<file path="config.mk">
export PLATFORM = sky130hd
export DESIGN_NAME = tir_regs
export DESIGN_NICKNAME = d
export VERILOG_FILES = /design/src/tir_pkg.sv /design/src/tir_regs.sv
export VERILOG_INCLUDE_DIRS = /design/src
export SDC_FILE = /design/constraint.sdc
export NUM_CORES = 1
export LEC_CHECK = 0
export BUFFER_PORTS_ARGS = -buffer_cell sky130_fd_sc_hd__buf_2
export CAP_MARGIN = 40
export CORE_UTILIZATION = 59
export CTS_CLUSTER_SIZE = 10
export DETAILED_ROUTE_END_ITERATION = 10
export PLACE_DENSITY = 0.95
export SLEW_MARGIN = 20
export SYNTH_ARGS = -nofsm -noshare
export SYNTH_HDL_FRONTEND = slang
export SYNTH_SLANG_ARGS = --single-unit
</file>
<file path="constraint.sdc">
create_clock -name clk_sys_i -period 3.6 [get_ports clk_sys_i]
set_clock_uncertainty 0.15 [all_clocks]
set_input_delay 0.18 -clock clk_sys_i [delete_from_list [all_inputs] [get_ports clk_sys_i]]
set_output_delay 0.18 -clock clk_sys_i [all_outputs]
set_load 0.03 [all_outputs]
</file>
<file path="src/tir_map.svh">
// Register offsets, field positions and reset values of the limit block.
// Assumes inclusion by the single design file only; the package does not include it.
`ifndef TIR_MAP_SVH
`define TIR_MAP_SVH
`define TIR_ADDR_LOW_HI 8'h8a
`define TIR_ADDR_LOW_LO 8'h8b
`define TIR_ADDR_HIGH_HI 8'h8c
`define TIR_ADDR_HIGH_LO 8'h8d
`define TIR_ADDR_FLAGS 8'h8e
`define TIR_ADDR_MODT 8'h8f
`define TIR_ADDR_AMB_IR 8'h90
`define TIR_BIT_BIO_DONE 3
`define TIR_BIT_ALS_DONE 2
`define TIR_BIT_BELOW 1
`define TIR_BIT_ABOVE 0
`define TIR_MODT_RESET 8'h01
`define TIR_LIMIT_RESET 16'h0000
`define TIR_FLAGS_RESET 4'h0
`endif

</file>
<file path="src/tir_pkg.sv">
// Types shared by the limit and interrupt register block.
// Assumes nothing beyond the map header.
`default_nettype none
package tir_pkg;
    typedef logic [7:0] tir_byte_t;
    typedef logic [15:0] tir_word_t;
    typedef logic [3:0] tir_flags_t;
endpackage
`default_nettype wire

</file>
<file path="src/tir_regs.sv">
// Limit, interrupt flag and modulator timing registers of a light sensor.
// Assumes a register port decoded from the serial bus and result strobes on clk_sys_i.
`timescale 1ns/1ps
`default_nettype none
`include "tir_map.svh"

// Contract
// Low limit is sixteen bits, high byte at 8Ah, low byte at 8Bh.
// High limit is sixteen bits, high byte at 8Ch, low byte at 8Dh.
// Status register at 8Eh holds four flags: two data ready, below, above.
// Below flag sets when result under low limit; above when over high.
// Flags stick at one; writing one clears, writing zero leaves them.
// Interrupt pad low while any status flag is one.
// Timing register at 8Fh: delay bits 7..5, frequency 4..3, dead time 2..0.
// Delay field steers emitter to detector evaluation delay; resets to zero.
// Dead time field steers edge dead time; resets to one.
// Host should program timing register to one, its default.
// Host leaves reserved register at 90h alone.
// Source select picks biosensor results at zero, ambient at one.
// Flags set only while their enable is on; enable changes keep flags.
module tir_regs
    import tir_pkg::*;
(
    input wire logic clk_sys_i,
    input wire logic nrst_i,
    input wire logic ce_i,
    input wire logic reg_wr_i,
    input wire logic reg_rd_i,
    input wire logic [7:0] reg_addr_i,
    input wire logic [7:0] reg_wdata_i,
    output logic [7:0] reg_rdata_o,
    input wire logic bio_valid_i,
    input wire logic [15:0] bio_result_i,
    input wire logic als_valid_i,
    input wire logic [15:0] als_result_i,
    input wire logic bio_done_en_i,
    input wire logic als_done_en_i,
    input wire logic limit_en_i,
    input wire logic limit_source_select_i,
    output logic int_n_o,
    output logic [2:0] mod_delay_o,
    output logic [1:0] test_freq_o,
    output logic [2:0] dead_time_o
);

    tir_word_t low_limit_q, low_limit_d;
    tir_word_t high_limit_q, high_limit_d;
    tir_flags_t flags_q, flags_d;
    tir_byte_t modt_q, modt_d;
    tir_byte_t rdata_q, rdata_d;
    logic int_n_q, int_n_d;
    logic cmp_valid;
    tir_word_t cmp_value;

    // ------------------------------------------------------------
    // Next-state logic
    // ------------------------------------------------------------
    always_comb begin
        low_limit_d = low_limit_q;
        high_limit_d = high_limit_q;
        modt_d = modt_q;
        flags_d = flags_q;
        rdata_d = rdata_q;
        // Compared source follows select
        cmp_valid = limit_source_select_i ? als_valid_i : bio_valid_i;
        cmp_value = limit_source_select_i ? als_result_i : bio_result_i;
        if (reg_wr_i) begin
            if (reg_addr_i == `TIR_ADDR_LOW_HI) begin
                low_limit_d[15:8] = reg_wdata_i;
            end else if (reg_addr_i == `TIR_ADDR_LOW_LO) begin
                low_limit_d[7:0] = reg_wdata_i;
            end else if (reg_addr_i == `TIR_ADDR_HIGH_HI) begin
                high_limit_d[15:8] = reg_wdata_i;
            end else if (reg_addr_i == `TIR_ADDR_HIGH_LO) begin
                high_limit_d[7:0] = reg_wdata_i;
            end else if (reg_addr_i == `TIR_ADDR_FLAGS) begin
                flags_d = flags_q & ~reg_wdata_i[3:0];
            end else if (reg_addr_i == `TIR_ADDR_MODT) begin
                modt_d = reg_wdata_i;
            end
        end
        // Set wins over a same-cycle clear
        if (bio_valid_i && bio_done_en_i) begin
            flags_d[`TIR_BIT_BIO_DONE] = 1'b1;
        end
        if (als_valid_i && als_done_en_i) begin
            flags_d[`TIR_BIT_ALS_DONE] = 1'b1;
        end
        if (cmp_valid && limit_en_i && (cmp_value < low_limit_q)) begin
            flags_d[`TIR_BIT_BELOW] = 1'b1;
        end
        if (cmp_valid && limit_en_i && (cmp_value > high_limit_q)) begin
            flags_d[`TIR_BIT_ABOVE] = 1'b1;
        end
        int_n_d = ~(|flags_d);
        // Read data; reserved and unmapped read zero
        if (reg_rd_i) begin
            if (reg_addr_i == `TIR_ADDR_LOW_HI) begin
                rdata_d = low_limit_q[15:8];
            end else if (reg_addr_i == `TIR_ADDR_LOW_LO) begin
                rdata_d = low_limit_q[7:0];
            end else if (reg_addr_i == `TIR_ADDR_HIGH_HI) begin
                rdata_d = high_limit_q[15:8];
            end else if (reg_addr_i == `TIR_ADDR_HIGH_LO) begin
                rdata_d = high_limit_q[7:0];
            end else if (reg_addr_i == `TIR_ADDR_FLAGS) begin
                rdata_d = {4'h0, flags_q};
            end else if (reg_addr_i == `TIR_ADDR_MODT) begin
                rdata_d = modt_q;
            end else begin
                rdata_d = 8'h00;
            end
        end
    end

    // ------------------------------------------------------------
    // State registers
    // ------------------------------------------------------------
    always_ff @(posedge clk_sys_i or negedge nrst_i) begin
        if (!nrst_i) begin
            low_limit_q <= `TIR_LIMIT_RESET;
            high_limit_q <= `TIR_LIMIT_RESET;
            flags_q <= `TIR_FLAGS_RESET;
            modt_q <= `TIR_MODT_RESET;
            rdata_q <= 8'h00;
            int_n_q <= 1'b1;
        end else if (ce_i) begin
            low_limit_q <= low_limit_d;
            high_limit_q <= high_limit_d;
            flags_q <= flags_d;
            modt_q <= modt_d;
            rdata_q <= rdata_d;
            int_n_q <= int_n_d;
        end
    end

    // Timing fields drive the modulator
    assign mod_delay_o = modt_q[7:5];
    assign test_freq_o = modt_q[4:3];
    assign dead_time_o = modt_q[2:0];
    assign reg_rdata_o = rdata_q;
    assign int_n_o = int_n_q;

    // ------------------------------------------------------------
    // Assertions
    // ------------------------------------------------------------
    property p_int_tracks;
        @(posedge clk_sys_i) disable iff (!nrst_i)
        ce_i |=> (int_n_o == ~(|flags_q));
    endproperty
    a_int_tracks: assert property (p_int_tracks) else $error("int pad not tracking flags");

    property p_w1c;
        @(posedge clk_sys_i) disable iff (!nrst_i)
        (ce_i && reg_wr_i && reg_addr_i == 8'h8e && reg_wdata_i[3] && !bio_valid_i)
        |=> !flags_q[3];
    endproperty
    a_w1c: assert property (p_w1c) else $error("flag not cleared by one");

    property p_w0_keeps;
        @(posedge clk_sys_i) disable iff (!nrst_i)
        (ce_i && flags_q[1] && !(reg_wr_i && reg_addr_i == 8'h8e && reg_wdata_i[1]))
        |=> flags_q[1];
    endproperty
    a_w0_keeps: assert property (p_w0_keeps) else $error("flag lost without clear");

    property p_below;
        @(posedge clk_sys_i) disable iff (!nrst_i)
        (ce_i && limit_en_i && !limit_source_select_i && bio_valid_i
         && bio_result_i < low_limit_q) |=> flags_q[1];
    endproperty
    a_below: assert property (p_below) else $error("below flag missed");

    property p_above_als;
        @(posedge clk_sys_i) disable iff (!nrst_i)
        (ce_i && limit_en_i && limit_source_select_i && als_valid_i
         && als_result_i > high_limit_q) |=> flags_q[0];
    endproperty
    a_above_als: assert property (p_above_als) else $error("above flag missed");

    property p_no_set_disabled;
        @(posedge clk_sys_i) disable iff (!nrst_i)
        (!flags_q[3] && !(bio_valid_i && bio_done_en_i)) |=> !flags_q[3];
    endproperty
    a_no_set_disabled: assert property (p_no_set_disabled) else $error("flag set while disabled");

    property p_low_write;
        @(posedge clk_sys_i) disable iff (!nrst_i)
        (ce_i && reg_wr_i && reg_addr_i == 8'h8a) |=> low_limit_q[15:8] == $past(reg_wdata_i);
    endproperty
    a_low_write: assert property (p_low_write) else $error("low limit high byte not written");

    property p_high_read;
        @(posedge clk_sys_i) disable iff (!nrst_i)
        (ce_i && reg_rd_i && reg_addr_i == 8'h8d) |=> reg_rdata_o == $past(high_limit_q[7:0]);
    endproperty
    a_high_read: assert property (p_high_read) else $error("high limit low byte misread");

    property p_flag_read;
        @(posedge clk_sys_i) disable iff (!nrst_i)
        (ce_i && reg_rd_i && reg_addr_i == 8'h8e) |=> reg_rdata_o == {4'h0, $past(flags_q)};
    endproperty
    a_flag_read: assert property (p_flag_read) else $error("status misread");

    property p_modt_fields;
        @(posedge clk_sys_i) disable iff (!nrst_i)
        (ce_i && reg_wr_i && reg_addr_i == 8'h8f)
        |=> {mod_delay_o, test_freq_o, dead_time_o} == $past(reg_wdata_i);
    endproperty
    a_modt_fields: assert property (p_modt_fields) else $error("timing fields wrong");

    property p_als_done;
        @(posedge clk_sys_i) disable iff (!nrst_i)
        (ce_i && als_valid_i && als_done_en_i) |=> flags_q[2];
    endproperty
    a_als_done: assert property (p_als_done) else $error("ambient ready flag missed");

    property p_high_write;
        @(posedge clk_sys_i) disable iff (!nrst_i)
        (ce_i && reg_wr_i && reg_addr_i == 8'h8c) |=> high_limit_q[15:8] == $past(reg_wdata_i);
    endproperty
    a_high_write: assert property (p_high_write) else $error("high limit high byte not written");

    // Enable low keeps every register and the pad as they were
    property p_ce_hold;
        @(posedge clk_sys_i) disable iff (!nrst_i)
        !ce_i |=> $stable(flags_q) && $stable(low_limit_q) && $stable(high_limit_q)
            && $stable(modt_q) && $stable(reg_rdata_o) && $stable(int_n_o);
    endproperty
    a_ce_hold: assert property (p_ce_hold) else $error("state moved while enable low");

endmodule
`default_nettype wire
</file>
After elaboration in Yosys (flattened, before gate mapping)
Cells that the tools add are included.

Register bits after elaboration: 53. Bits of input ports: 59. Output and inout port bits: 17.

Magnitude comparators: 2. Eq/ne operators: 6. Mux-type cells: 18. Bitwise gates (word level): 8. Reduce and logical (&&, ||, !) cells: 12.

Operators with widths (number): $eq 8x8->1 const B (6); $mux 8 (6); $mux 4 (6); $gt 16x16->1 (1); $lt 16x16->1 (1); $mux 16 (1); $reduce_and 8->1 (1); $not 1->1 (6); $reduce_and 6->1 (1); $logic_and 1x1->1 (5); $mux 1 (5); $reduce_and 5->1 (1); $and 4x4->4 (1); $not 4->4 (1); $reduce_and 4->1 (1); $reduce_or 4->1 (1); $reduce_and 3->1 (1); $reduce_and 2->1 (1).

Longest topological paths before layout
Gate-level depths: netlist of the first run.

Word-level depth: 11. Mapped depth: 9. Depth with buffers taken out: 7.

Least setup slack after synthesis of the first run
Ideal clock, no wire load.

Path kind: input to register. From: input port limit_source_select_i. To: register int_n_q, in the netlist int_n_o. Library setup time: 0.097 ns. Arrival: 2.367 ns. Data required time: 3.353 ns. Setup slack: 0.986 ns. Cell stages on the path: 9. Cell sequence: buf_2 buf_1 mux2_2 ha_1 a41o_1 a21oi_1 nor3_1 o31a_1 o41ai_2.

Longest elaborated chain between the ends: 6. Elaborated cells on any way between the ends: 11.

Ends and longest elaborated chain: start: declaration (line tir_regs.sv:39) `input wire logic limit_source_select_i,`; $mux 16 or $mux 1 (tied branches) (line tir_regs.sv:66, tir_regs.sv:65); $gt 16x16->1 (tied with other cells) (line tir_regs.sv:92) `if (cmp_valid && limit_en_i && (cmp_value > high_limit_q)) begin`; $logic_and 1x1->1, on equally long branches (line tir_regs.sv:92, tir_regs.sv:89); $mux 1, on equally long branches (line tir_regs.sv:92, tir_regs.sv:89); $reduce_or 4->1 (*) (line tir_regs.sv:95) `int_n_d = ~(|flags_d);`; $not 1->1 (*) (line tir_regs.sv:95); end signal: assignment (line tir_regs.sv:133) `int_n_q <= int_n_d;`; end: declaration (line tir_regs.sv:51) `logic int_n_q, int_n_d;`.

Mark *: on every way between the ends. The rest lies on a longest branch, timed or not. A chain may end at the register's enable or synchronous reset.

Worst setup path in the final report of the first run
Same ends and word-level chain as after synthesis.

==> impl_metrics.py, run 1 <==
metrics = {
    "status": {
        "outcome": "finished clean",
    },
    "timing": {
        "rsz0062_at_grt": "no",
        "fin_ws_ns": 1.21,
        "max_freq_ghz": 0.418,
        "finalHoldViolCount": 0,
        "period_share_pct": 66.5,
        "maxSlewViolCount": 0,
        "worst_slew_pin_slew_ns": 0.850,
        "setup_tns_ns": 0,
        "min_period_ns": 2.39,
        "relSlewSlack_pct": 43.0,
        "setup_viol": 0,
    },
    "layout": {
        "fin_nets": 497,
        "fillers": 387,
        "final_layout_size_suffix_gt1_share_pct": 35.4,
        "diodes": 0,
        "postLayoutCoreUtil_pct": 72.7,
        "syn_to_final_growth_pct": 16.1,
        "final_cell_area_sq_mm": 0.00410,
    },
    "global_routing": {
        "grt_pass1_wl_mm": 14.8,
        "grt_max_degree": 22,
        "track_usage_pct": 31.3,
        "grt_pass1_vias": 3062,
        "grt.overflow.total": 0,
        "antenna_found_initial": 0,
    },
    "routing": {
        "wl_per_cell_um": 19.2,
        "vias_per_cell": 6.29,
        "drc": 0,
        "ant_nets": 0,
        "dr_total_vias": 3012,
        "firstDrtPassIters": 5,
        "initialDrtViolationCount": 364,
        "wl_mm": 9.22,
    },
    "setup_path": {
        "crit_arrival_ns": 2.46,
        "crit_chain": "buf_2 -> mux2_2 -> ha_1 -> a21o_1 -> a21oi_1 -> o221ai_1 -> o31a_1 -> o41ai_2",
        "critPathKind": "in2reg",
        "end_kind": "register",
        "path_delay_family": "compound AO/OA/AOI/OAI gates",
        "slowest_delay_ns": 0.42,
        "start_kind": "input pin",
        "cp.required_ns": 3.67,
        "critPathSlowestCell": "mux2_2",
        "timing.critical_path.buf_inv": 1,
        "crit_fanout": 17,
    },
    "yosys": {
        "syn_inst": 332,
        "ys_seq_area_share_pct": 37.6,
        "avgSynthCellArea_sq_um": 10.6,
        "yosysTopAreaCellShare_pct": 36.1,
        "synth_top_cell_by_area": "dfrtp_1",
        "syn_area_sq_mm": 0.00353,
        "synth_most_common_cell": "dfrtp_1",
        "synthTopCellsByCount": "dfrtp_1 (51), mux2_2 (41), inv_1 (35)",
        "synth-seq-cells": 53,
        "synth_edf_count": 0,
        "ys_types": 58,
        "synth-main-ff-cell": "dfrtp_1",
        "ys_async_sr_fraction_pct": 100,
        "ys_top_cells_by_area": "dfrtp_1 (36%), mux2_2 (13%), ha_1 (11%)",
        "yosysWarnings": 0,
        "syn_nets": 422,
    },
    "place": {
        "gp_congestion": 0.943,
        "place_area_sq_mm": 0.00398,
        "place_ws_ns": 0.926,
        "dp.final_hpwl_mm": 7.06,
        "numPortBuffers": 75,
    },
    "power_and_ir_drop": {
        "switching_share_pct": 28.1,
        "cellPowerDensity_mw_per_mm2": 296,
        "combPwrFrac_pct": 20.0,
        "seq_power_share_pct": 51.5,
        "power.total_uw": 1220,
        "p_leak_uw": 0.00202,
        "p_int_uw": 874,
        "switchingPower_uw": 342,
        "p_clk_share_pct": 28.5,
        "max-vdd-ir-drop_mv": 0.179,
    },
    "clock_network": {
        "cts-buffers-inserted": 5,
        "clk_latency_ns": 0.31,
        "clock_path_buffers": 2,
        "clkSinkCount": 53,
        "htreeDepth": 2,
        "root_buffer": "clkbuf_8",
        "clkTransAtPathRegs_ns": 0.09,
        "cts_tree": "yes",
    },
    "floorplan": {
        "io_pins": 76,
        "fp.dieArea_sq_mm": 0.00630,
        "core-area_sq_mm": 0.00564,
        "num_rows": 27,
        "fp.dieH_um": 79.4,
        "start_util_pct": 62.7,
        "fp.dieW_um": 79.4,
    },
    "worst_hold_path": {
        "min_path_type": "in2reg",
    },
    "run": {
        "cap_viol_max_count": 0,
    },
}
==> flip-flops by register name, indices dropped and copies added (netlist names) <==
register,count
flags_q,4
high_limit_q,16
int_n_o,1
low_limit_q,16
modt_q,8
reg_rdata_o,8
==> cells by family after synthesis <==
group,after synthesis,synth area share [%]
and+or+nand+nor,73,12.3
AOI/OAI and AO/OA,68,13.5
muxes,59,19.7
DFF,53,37.6
buffers and inverters,48,5.95
adders and majority gates,31,11.0
==> power groups by stage <==
stage | registers (uW) | clock network [uW] | logic, uW
after global placement | 635 | 0 | 217
after detailed placement | 636 | 0 | 234
after CTS | 625 | 350 | 239
final | 626 | 347 | 243
after floorplan | 638 | 0 | 131
after global routing | 627 | 373 | 266
==> path summary, 6_finish.rpt <==
kind                       depth (start not counted)  slack (ns)                         start                          end
max                                                8        1.21         limit_source_select_i          int_n_o$_DFFE_PN1P_
min                                                3        0.02                reg_wdata_i[5]  high_limit_q[5]$_DFFE_PN0P_
max reg2reg                                        7        1.44  high_limit_q[13]$_DFFE_PN0P_          int_n_o$_DFFE_PN1P_
min reg2reg                                        2        0.33    reg_rdata_o[5]$_DFFE_PN0P_   reg_rdata_o[5]$_DFFE_PN0P_
max in group asynchronous                          4        2.38                        nrst_i          int_n_o$_DFFE_PN1P_
min in group asynchronous                          2        0.20                        nrst_i  low_limit_q[13]$_DFFE_PN0P_
==> cell type report <==
| cell class | instances | area, sq um | share of cell area (%) |
|---|---|---|---|
| multi-input combinational | 231 | 2000 | 48.6 |
| timing repair buffer | 81 | 470 | 11.5 |
| inverter | 35 | 131 | 3.20 |
| clock buffer | 7 | 86.3 | 2.10 |
| sequential | 53 | 1330 | 32.4 |
| tap | 72 | 90.1 | 2.20 |
==> what timing repair did <==
item | in CTS | in global routing
buffers inserted | 0 | 0
hold buffers | 4 | 0
endpoints found under the hold margin | 20 | 0
resized for setup | 0 | 0
==> per-layer routing <==
layer / track usage, % / wire length, um / vias to the layer above / part of all wire, %
met4: 13.5 / 277 / 0 / 3.0
met5: 0 / 0 / - / 0
li1: - / - / 1359 / -
met3: 5.37 / 829 / 27 / 9.0
met1: 41.1 / 3780 / 1428 / 41
met2: 50.8 / 4330 / 198 / 47
==> worst reg2reg max path, cell delays in order, from the launching register on <==
cell	delay, ns
dfrtp_1	0.38
inv_1	0.05
ha_1	0.31
a21o_1	0.18
a21oi_1	0.17
o221ai_1	0.18
o31a_1	0.31
o41ai_2	0.33
==> layout by cell type, fill, tap and decap left out, types with 3 or more instances in the layout <==
| master | Yosys | layout |
|---|---|---|
| mux2_2 | 41 | 41 |
| nand3_1 | 5 | 5 |
| a21oi_1 | 8 | 8 |
| dlygate4sd3_1 | 0 | 4 |
| a22o_1 | 4 | 4 |
| inv_1 | 35 | 35 |
| ha_1 | 31 | 31 |
| clkbuf_8 | 0 | 6 |
| and4_1 | 3 | 3 |
| nand2_1 | 32 | 32 |
| nand4_1 | 5 | 5 |
| o21ai_0 | 23 | 23 |
| a211oi_1 | 3 | 3 |
| mux2i_1 | 8 | 8 |
| a221oi_1 | 4 | 4 |
| dfrtp_1 | 51 | 51 |
| mux2_4 | 8 | 8 |
| nor3_1 | 4 | 4 |
| nor2_1 | 8 | 8 |
| buf_2 | 3 | 75 |
==> metrics by stage <==
stage / hold WS, ns / std cells
2_1_floorplan: -0.266 / 332
3_3_place_gp: 0.295 / 466
3_5_place_dp: 0.00583 / 468
4_1_cts: 0.00803 / 479
5_1_grt: 0.0300 / 479
6_report: 0.0224 / 479
Power figures use the tool's default switching activity.
==> run 2, diff against run 1 <==
--- a/config.mk
+++ b/config.mk
@@ -6,12 +6,13 @@
 export SDC_FILE = /design/constraint.sdc
 export NUM_CORES = 1
 export LEC_CHECK = 0
+export ABC_AREA = 1
 export BUFFER_PORTS_ARGS = -buffer_cell sky130_fd_sc_hd__buf_2
 export CAP_MARGIN = 40
-export CORE_UTILIZATION = 59
+export CORE_UTILIZATION = 50
 export CTS_CLUSTER_SIZE = 10
 export DETAILED_ROUTE_END_ITERATION = 10
-export PLACE_DENSITY = 0.95
+export PLACE_DENSITY = 0.87
 export SLEW_MARGIN = 20
 export SYNTH_ARGS = -nofsm -noshare
 export SYNTH_HDL_FRONTEND = slang
==> constraint.sdc (replaced) <==
create_clock -name clk_sys_i -period 2.2 [get_ports clk_sys_i]
set_clock_uncertainty 0.15 [all_clocks]
set_input_delay 0.11 -clock clk_sys_i [delete_from_list [all_inputs] [get_ports clk_sys_i]]
set_output_delay 0.11 -clock clk_sys_i [all_outputs]
set_load 0.03 [all_outputs]
==> impl_metrics.py, run 2 <==
metrics = {
    "clock_network": {
        "clkTransAtPathRegs_ns": 0.09,
        "clkSinkCount": 53,
        "post-cts-setup-buffers": 0,
        "cts_tree": "yes",
        "htreeDepth": 2,
        "clk_latency_ns": 0.30,
        "root_buffer": "clkbuf_8",
        "cts-buffers-inserted": 5,
        "cts.repair.resized": 0,
        "clock_path_buffers": 2,
    },
    "timing": {
        "setup_tns_ns": 0,
        "period_share_pct": 82.7,
        "rsz0062_at_grt": "no",
        "finalHoldViolCount": 0,
        "maxSlewViolCount": 0,
        "min_period_ns": 1.82,
        "max_freq_ghz": 0.550,
        "setup_viol": 0,
        "relSlewSlack_pct": 56.3,
        "worst_slew_pin_slew_ns": 0.655,
    },
    "layout": {
        "diodes": 0,
        "final_common_cell": "nand2_1",
        "syn_to_final_growth_pct": 18.8,
        "fillers": 580,
        "final_cells": 667,
        "final_cell_mix": "nand2_1 (157), buf_2 (75), inv_1 (73), dfrtp_1 (51), nor2_1 (35)",
        "reg_top3": "high_limit_q x16, low_limit_q x16",
        "final_layout_size_suffix_gt1_share_pct": 19.6,
        "fin_nets": 660,
        "postLayoutCoreUtil_pct": 61.8,
    },
    "yosys": {
        "ys_seq_area_share_pct": 37.6,
        "ys_types": 37,
        "syn_nets": 574,
        "synthTopCellsByCount": "nand2_1 (157), inv_1 (73), dfrtp_1 (51)",
        "synth_most_common_cell": "nand2_1",
        "synth-main-ff-cell": "dfrtp_1",
        "yosysWarnings": 0,
        "synth-seq-cells": 53,
        "syn_area_sq_mm": 0.00353,
        "syn_inst": 484,
        "avgSynthCellArea_sq_um": 7.30,
        "ys_top_cells_by_area": "dfrtp_1 (36%), nand2_1 (17%), ha_1 (11%)",
        "yosysTopAreaCellShare_pct": 36.1,
        "synth_top_cell_by_area": "dfrtp_1",
        "synth_edf_count": 0,
        "ys_async_sr_fraction_pct": 100,
    },
    "worst_hold_path": {
        "min_path_cells": 5,
        "hp-start": "bio_valid_i",
        "min_path_type": "in2reg",
        "hold_end": "flags_q[3]$_DFFE_PN0P_",
    },
    "setup_path": {
        "end_kind": "register",
        "crit_arrival_ns": 1.92,
        "r2r-start": "high_limit_q[15]$_DFFE_PN0P_",
        "cp.required_ns": 2.30,
        "start_kind": "register",
        "reg2regPathDepth": 11,
        "critPathKind": "reg2reg",
        "r2r_setup_slack_ns": 0.38,
        "crit_fanout": 3,
        "worstReg2RegEnd": "int_n_o$_DFFE_PN1P_",
    },
    "global_routing": {
        "grt.overflow.total": 0,
        "grt_pass1_vias": 3156,
        "grt_max_degree": 54,
        "antenna_found_initial": 0,
        "track_usage_pct": 25.2,
        "grt_pass1_wl_mm": 14.7,
    },
    "power_and_ir_drop": {
        "p_clk_share_pct": 27.2,
        "switching_share_pct": 30.4,
        "combPwrFrac_pct": 22.2,
        "seq_power_share_pct": 50.5,
        "switchingPower_uw": 637,
        "max-vdd-ir-drop_mv": 0.302,
        "p_leak_uw": 0.00221,
        "cellPowerDensity_mw_per_mm2": 499,
        "p_int_uw": 1460,
    },
    "floorplan": {
        "core-area_sq_mm": 0.00679,
        "io_pins": 76,
        "fp.dieW_um": 86.1,
        "num_rows": 30,
        "start_util_pct": 52.0,
        "fp.dieArea_sq_mm": 0.00741,
        "fp.dieH_um": 86.1,
    },
    "routing": {
        "wl_mm": 8.99,
        "ant_nets": 0,
        "dr_total_vias": 3464,
        "vias_per_cell": 5.19,
        "wl_per_cell_um": 13.5,
        "firstDrtPassIters": 5,
        "drc": 0,
        "initialDrtViolationCount": 262,
    },
    "status": {
        "outcome": "finished clean",
    },
    "place": {
        "numPortBuffers": 75,
        "gp_congestion": 0.971,
        "placed_cells": 648,
        "dp.final_hpwl_mm": 7.10,
    },
    "run": {
        "cap_viol_max_count": 0,
    },
}
==> run 2: area by class of cell <==
type | instances | area (sq um) | area share, %
Clock buffer | 6 | 82.6 | 1.97
Clock inverter | 2 | 13.8 | 0.328
Inverter | 78 | 293 | 6.97
Multi-Input combinational cell | 343 | 1850 | 44.1
Sequential cell | 53 | 1330 | 31.6
Tap cell | 96 | 120 | 2.86
Timing Repair Buffer | 89 | 508 | 12.1
==> run 2: kinds of logic after synthesis <==
logic type	Yosys count	synth area share, %
AO/OA/AOI/OAI	91	15.2
flip-flops	53	37.6
adder cells (fa/ha/maj)	31	11.0
AND/OR/NAND/NOR	221	26.3
buffers and inverters	88	9.98
==> run 2: worst max path at each step <==
stage	start	end	slack (ns)	cells past startpoint
6_report	high_limit_q[15]$_DFFE_PN0P_	int_n_o$_DFFE_PN1P_	0.38	11
2_1_floorplan	limit_source_select_i	int_n_o$_DFFE_PN1P_	0.20	15
5_1_grt	high_limit_q[15]$_DFFE_PN0P_	int_n_o$_DFFE_PN1P_	0.19	11
3_3_place_gp	limit_source_select_i	flags_q[1]$_DFFE_PN0P_	0.23	15
3_5_place_dp	limit_source_select_i	flags_q[1]$_DFFE_PN0P_	0.17	15
4_1_cts	high_limit_q[15]$_DFFE_PN0P_	int_n_o$_DFFE_PN1P_	0.41	11
==> run 2: power groups by stage <==
stage | clock [uW] | combinational, uW | sequential [uW]
after global placement | 0 | 433 | 1070
after CTS | 572 | 464 | 1060
after detailed placement | 0 | 447 | 1080
final | 570 | 466 | 1060
after global routing | 616 | 528 | 1060
after floorplan | 0 | 237 | 1110
==> run 2: metal layers <==
layer / vias up / GRT usage, % / share of wire, %
li1: 1716 / - / -
met1: 1581 / 35.5 / 44
met2: 151 / 40.8 / 47
met3: 16 / 3.18 / 6.9
met4: 0 / 7.58 / 2.1
met5: - / 0 / 0
==> run 2: worst max-delay path: stages (launching register included) <==
cell and delay, ns:
dfrtp_1 0.41, inv_1 0.06, ha_1 0.32, a21oi_1 0.17
o21ai_0 0.12, a21oi_1 0.15, nand2_1 0.07, nand2_1 0.06
nand2_1 0.06, nor2_1 0.08, nand3_1 0.07, nand2_1 0.07
==> run 2: timing repair <==
item,in CTS,in global routing
setup endpoints to repair,0,0
hold buffers,11,0
hold endpoints to repair,69,0
==> run 2: through the flow <==
step / instance area (sq um) / hold WS (ns) / power [uW] / setup slack, ns
6_report: 4200 / 0.0201 / 2100 / 0.380
5_1_grt: 4200 / 0.0794 / 2210 / 0.186
4_1_cts: 4200 / 0.0177 / 2090 / 0.413
3_5_place_dp: 3990 / 0.110 / 1520 / 0.172
3_3_place_gp: 3990 / 0.106 / 1510 / 0.228
2_1_floorplan: 3530 / -0.336 / 1350 / 0.203
==> run 3, diff against run 2 <==
--- a/config.mk
+++ b/config.mk
@@ -9,10 +9,10 @@
 export ABC_AREA = 1
 export BUFFER_PORTS_ARGS = -buffer_cell sky130_fd_sc_hd__buf_2
 export CAP_MARGIN = 40
-export CORE_UTILIZATION = 50
+export CORE_UTILIZATION = 55
 export CTS_CLUSTER_SIZE = 10
 export DETAILED_ROUTE_END_ITERATION = 10
-export PLACE_DENSITY = 0.87
+export PLACE_DENSITY = 0.9
 export SLEW_MARGIN = 20
 export SYNTH_ARGS = -nofsm -noshare
 export SYNTH_HDL_FRONTEND = slang
==> constraint.sdc (replaced) <==
create_clock -name clk_sys_i -period 1.8 [get_ports clk_sys_i]
set_clock_uncertainty 0.15 [all_clocks]
set_input_delay 0.09 -clock clk_sys_i [delete_from_list [all_inputs] [get_ports clk_sys_i]]
set_output_delay 0.09 -clock clk_sys_i [all_outputs]
set_load 0.03 [all_outputs]
==> impl_metrics.py, run 3 (synthesis gave the netlist of run 2 again) <==
metrics = {
    "power_and_ir_drop": {
        "max-vdd-ir-drop_mv": 0.550,
        "p_clk_share_pct": 25.3,
        "p_int_uw": 1800,
        "switching_share_pct": 32.1,
        "combPwrFrac_pct": 25.8,
        "switchingPower_uw": 854,
        "p_leak_uw": 0.00232,
        "power.total_uw": 2660,
        "cellPowerDensity_mw_per_mm2": 587,
        "seq_power_share_pct": 48.9,
    },
    "timing": {
        "maxSlewViolCount": 0,
        "period_share_pct": 102,
        "hold_ws_ns": 0.0808,
        "max_freq_ghz": 0.547,
        "fin_ws_ns": -0.0298,
        "finalHoldViolCount": 0,
        "min_period_ns": 1.83,
        "rsz0062_at_grt": "yes",
        "setup_viol": 1,
        "worst_slew_pin_slew_ns": 0.574,
        "relSlewSlack_pct": 61.4,
    },
    "routing": {
        "firstDrtPassIters": 5,
        "drc": 0,
        "wl_per_cell_um": 16.7,
        "dr_total_vias": 3814,
        "wl_mm": 11.1,
        "initialDrtViolationCount": 528,
        "ant_nets": 0,
        "vias_per_cell": 5.74,
    },
    "floorplan": {
        "start_util_pct": 58.3,
        "fp.dieArea_sq_mm": 0.00675,
        "core-area_sq_mm": 0.00606,
        "io_pins": 76,
        "fp.dieW_um": 82.2,
        "num_rows": 28,
        "fp.dieH_um": 82.2,
    },
    "setup_path": {
        "r2r-start": "high_limit_q[7]$_DFFE_PN0P_",
        "r2r_setup_slack_ns": -0.03,
        "worstReg2RegEnd": "int_n_o$_DFFE_PN1P_",
        "crit_fanout": 2,
        "cp.required_ns": 1.91,
        "critPathKind": "reg2reg",
        "reg2regPathDepth": 11,
        "crit_arrival_ns": 1.94,
        "end_kind": "register",
        "start_kind": "register",
    },
    "clock_network": {
        "cts_tree": "yes",
        "root_buffer": "clkbuf_8",
        "clkTransAtPathRegs_ns": 0.10,
        "clkSinkCount": 53,
        "cts-buffers-inserted": 5,
        "htreeDepth": 2,
        "clock_path_buffers": 2,
        "clk_latency_ns": 0.32,
    },
    "worst_hold_path": {
        "min_path_cells": 5,
        "hold_end": "flags_q[2]$_DFFE_PN0P_",
        "min_path_type": "in2reg",
        "hp-start": "als_done_en_i",
    },
    "status": {
        "outcome": "finished, violations left",
        "violations": "setup timing",
    },
    "layout": {
        "syn_to_final_growth_pct": 28.1,
        "final_cell_mix": "nand2_1 (154), buf_2 (75), inv_1 (61), dfrtp_1 (51), nor2_1 (32)",
        "diodes": 0,
        "final_cell_area_sq_mm": 0.00453,
        "final_layout_size_suffix_gt1_share_pct": 27.8,
        "fin_nets": 679,
        "reg_top3": "high_limit_q x16, low_limit_q x16",
        "final_common_cell": "nand2_1",
    },
    "place": {
        "place_area_sq_mm": 0.00405,
        "numPortBuffers": 75,
        "dp.final_hpwl_mm": 7.37,
        "place_ws_ns": -0.108,
        "gp_congestion": 0.962,
    },
    "global_routing": {
        "antenna_found_initial": 0,
        "grt.overflow.total": 0,
        "grt_pass1_vias": 3414,
        "track_usage_pct": 32.0,
        "grt_max_degree": 54,
        "grt_pass1_wl_mm": 15.9,
    },
    "run": {
        "cap_viol_max_count": 0,
    },
}
run 3: cell count changes in the layout (fill, tap and decap cells not counted), sizes merged:
cell and delta:
buf +18, dlygate4sd3 +1, clkbuf +1, clkinv -2
clkinvlp +1
run 3: final cells by class:
class	instances	area, sq um
repair buffers	108	678
well taps	75	93.8
clock inverters	1	7.51
flip-flops and latches	53	1330
clock buffers	7	76.3
multi-input cells	343	2050
fillers	420	1530
inverters	78	298
run 3: timing repair:
item                       in CTS  in global routing
buffers inserted                0                 11
hold buffers                   12                  0
hold endpoints to repair       76                  0
resized for setup               0                 37
setup endpoints to repair       0                  7
run 3: layer usage:
metal / share of wire, % / up-vias / track usage, %
met5: 0 / - / 0
met4: 5.2 / 0 / 13.9
met3: 8.5 / 82 / 5.05
met2: 47 / 268 / 53.1
met1: 39 / 1702 / 41.2
li1: - / 1762 / -
run 3: critical path, stage by stage (launching register included):
cell     delay [ns]
dfrtp_1        0.36
inv_1          0.10
ha_4           0.28
nand2_1        0.09
nor2_2         0.14
nand3_1        0.08
o21a_1         0.19
nand2_1        0.06
nand2_1        0.06
nor2_1         0.10
nand3_1        0.08
nand2_1        0.08
run 3: worst max path at each step:
stage,from,end,cells after the start
CTS,high_limit_q[7]$_DFFE_PN0P_,int_n_o$_DFFE_PN1P_,11
global placement,limit_source_select_i,int_n_o$_DFFE_PN1P_,14
floorplan,limit_source_select_i,int_n_o$_DFFE_PN1P_,15
finish,high_limit_q[7]$_DFFE_PN0P_,int_n_o$_DFFE_PN1P_,11
global route,high_limit_q[6]$_DFFE_PN0P_,int_n_o$_DFFE_PN1P_,11
detailed placement,limit_source_select_i,flags_q[0]$_DFFE_PN0P_,13
run 3: through the flow:
stage                     instances  setup TNS, ns  utilization [%]
after floorplan                 484              0                -
after global placement          634        -0.0360             66.8
after detailed placement        634         -0.247             66.8
after CTS                       654              0             70.2
after global routing            665         -0.193             74.7
final                           665        -0.0298             74.7
run 3: power groups by stage:
stage | sequential [uW] | clock [uW] | combinational [uW]
2_1_floorplan | 1360 | 0 | 293
3_3_place_gp | 1310 | 0 | 547
3_5_place_dp | 1310 | 0 | 567
4_1_cts | 1290 | 664 | 591
5_1_grt | 1300 | 707 | 761
6_report | 1300 | 672 | 687
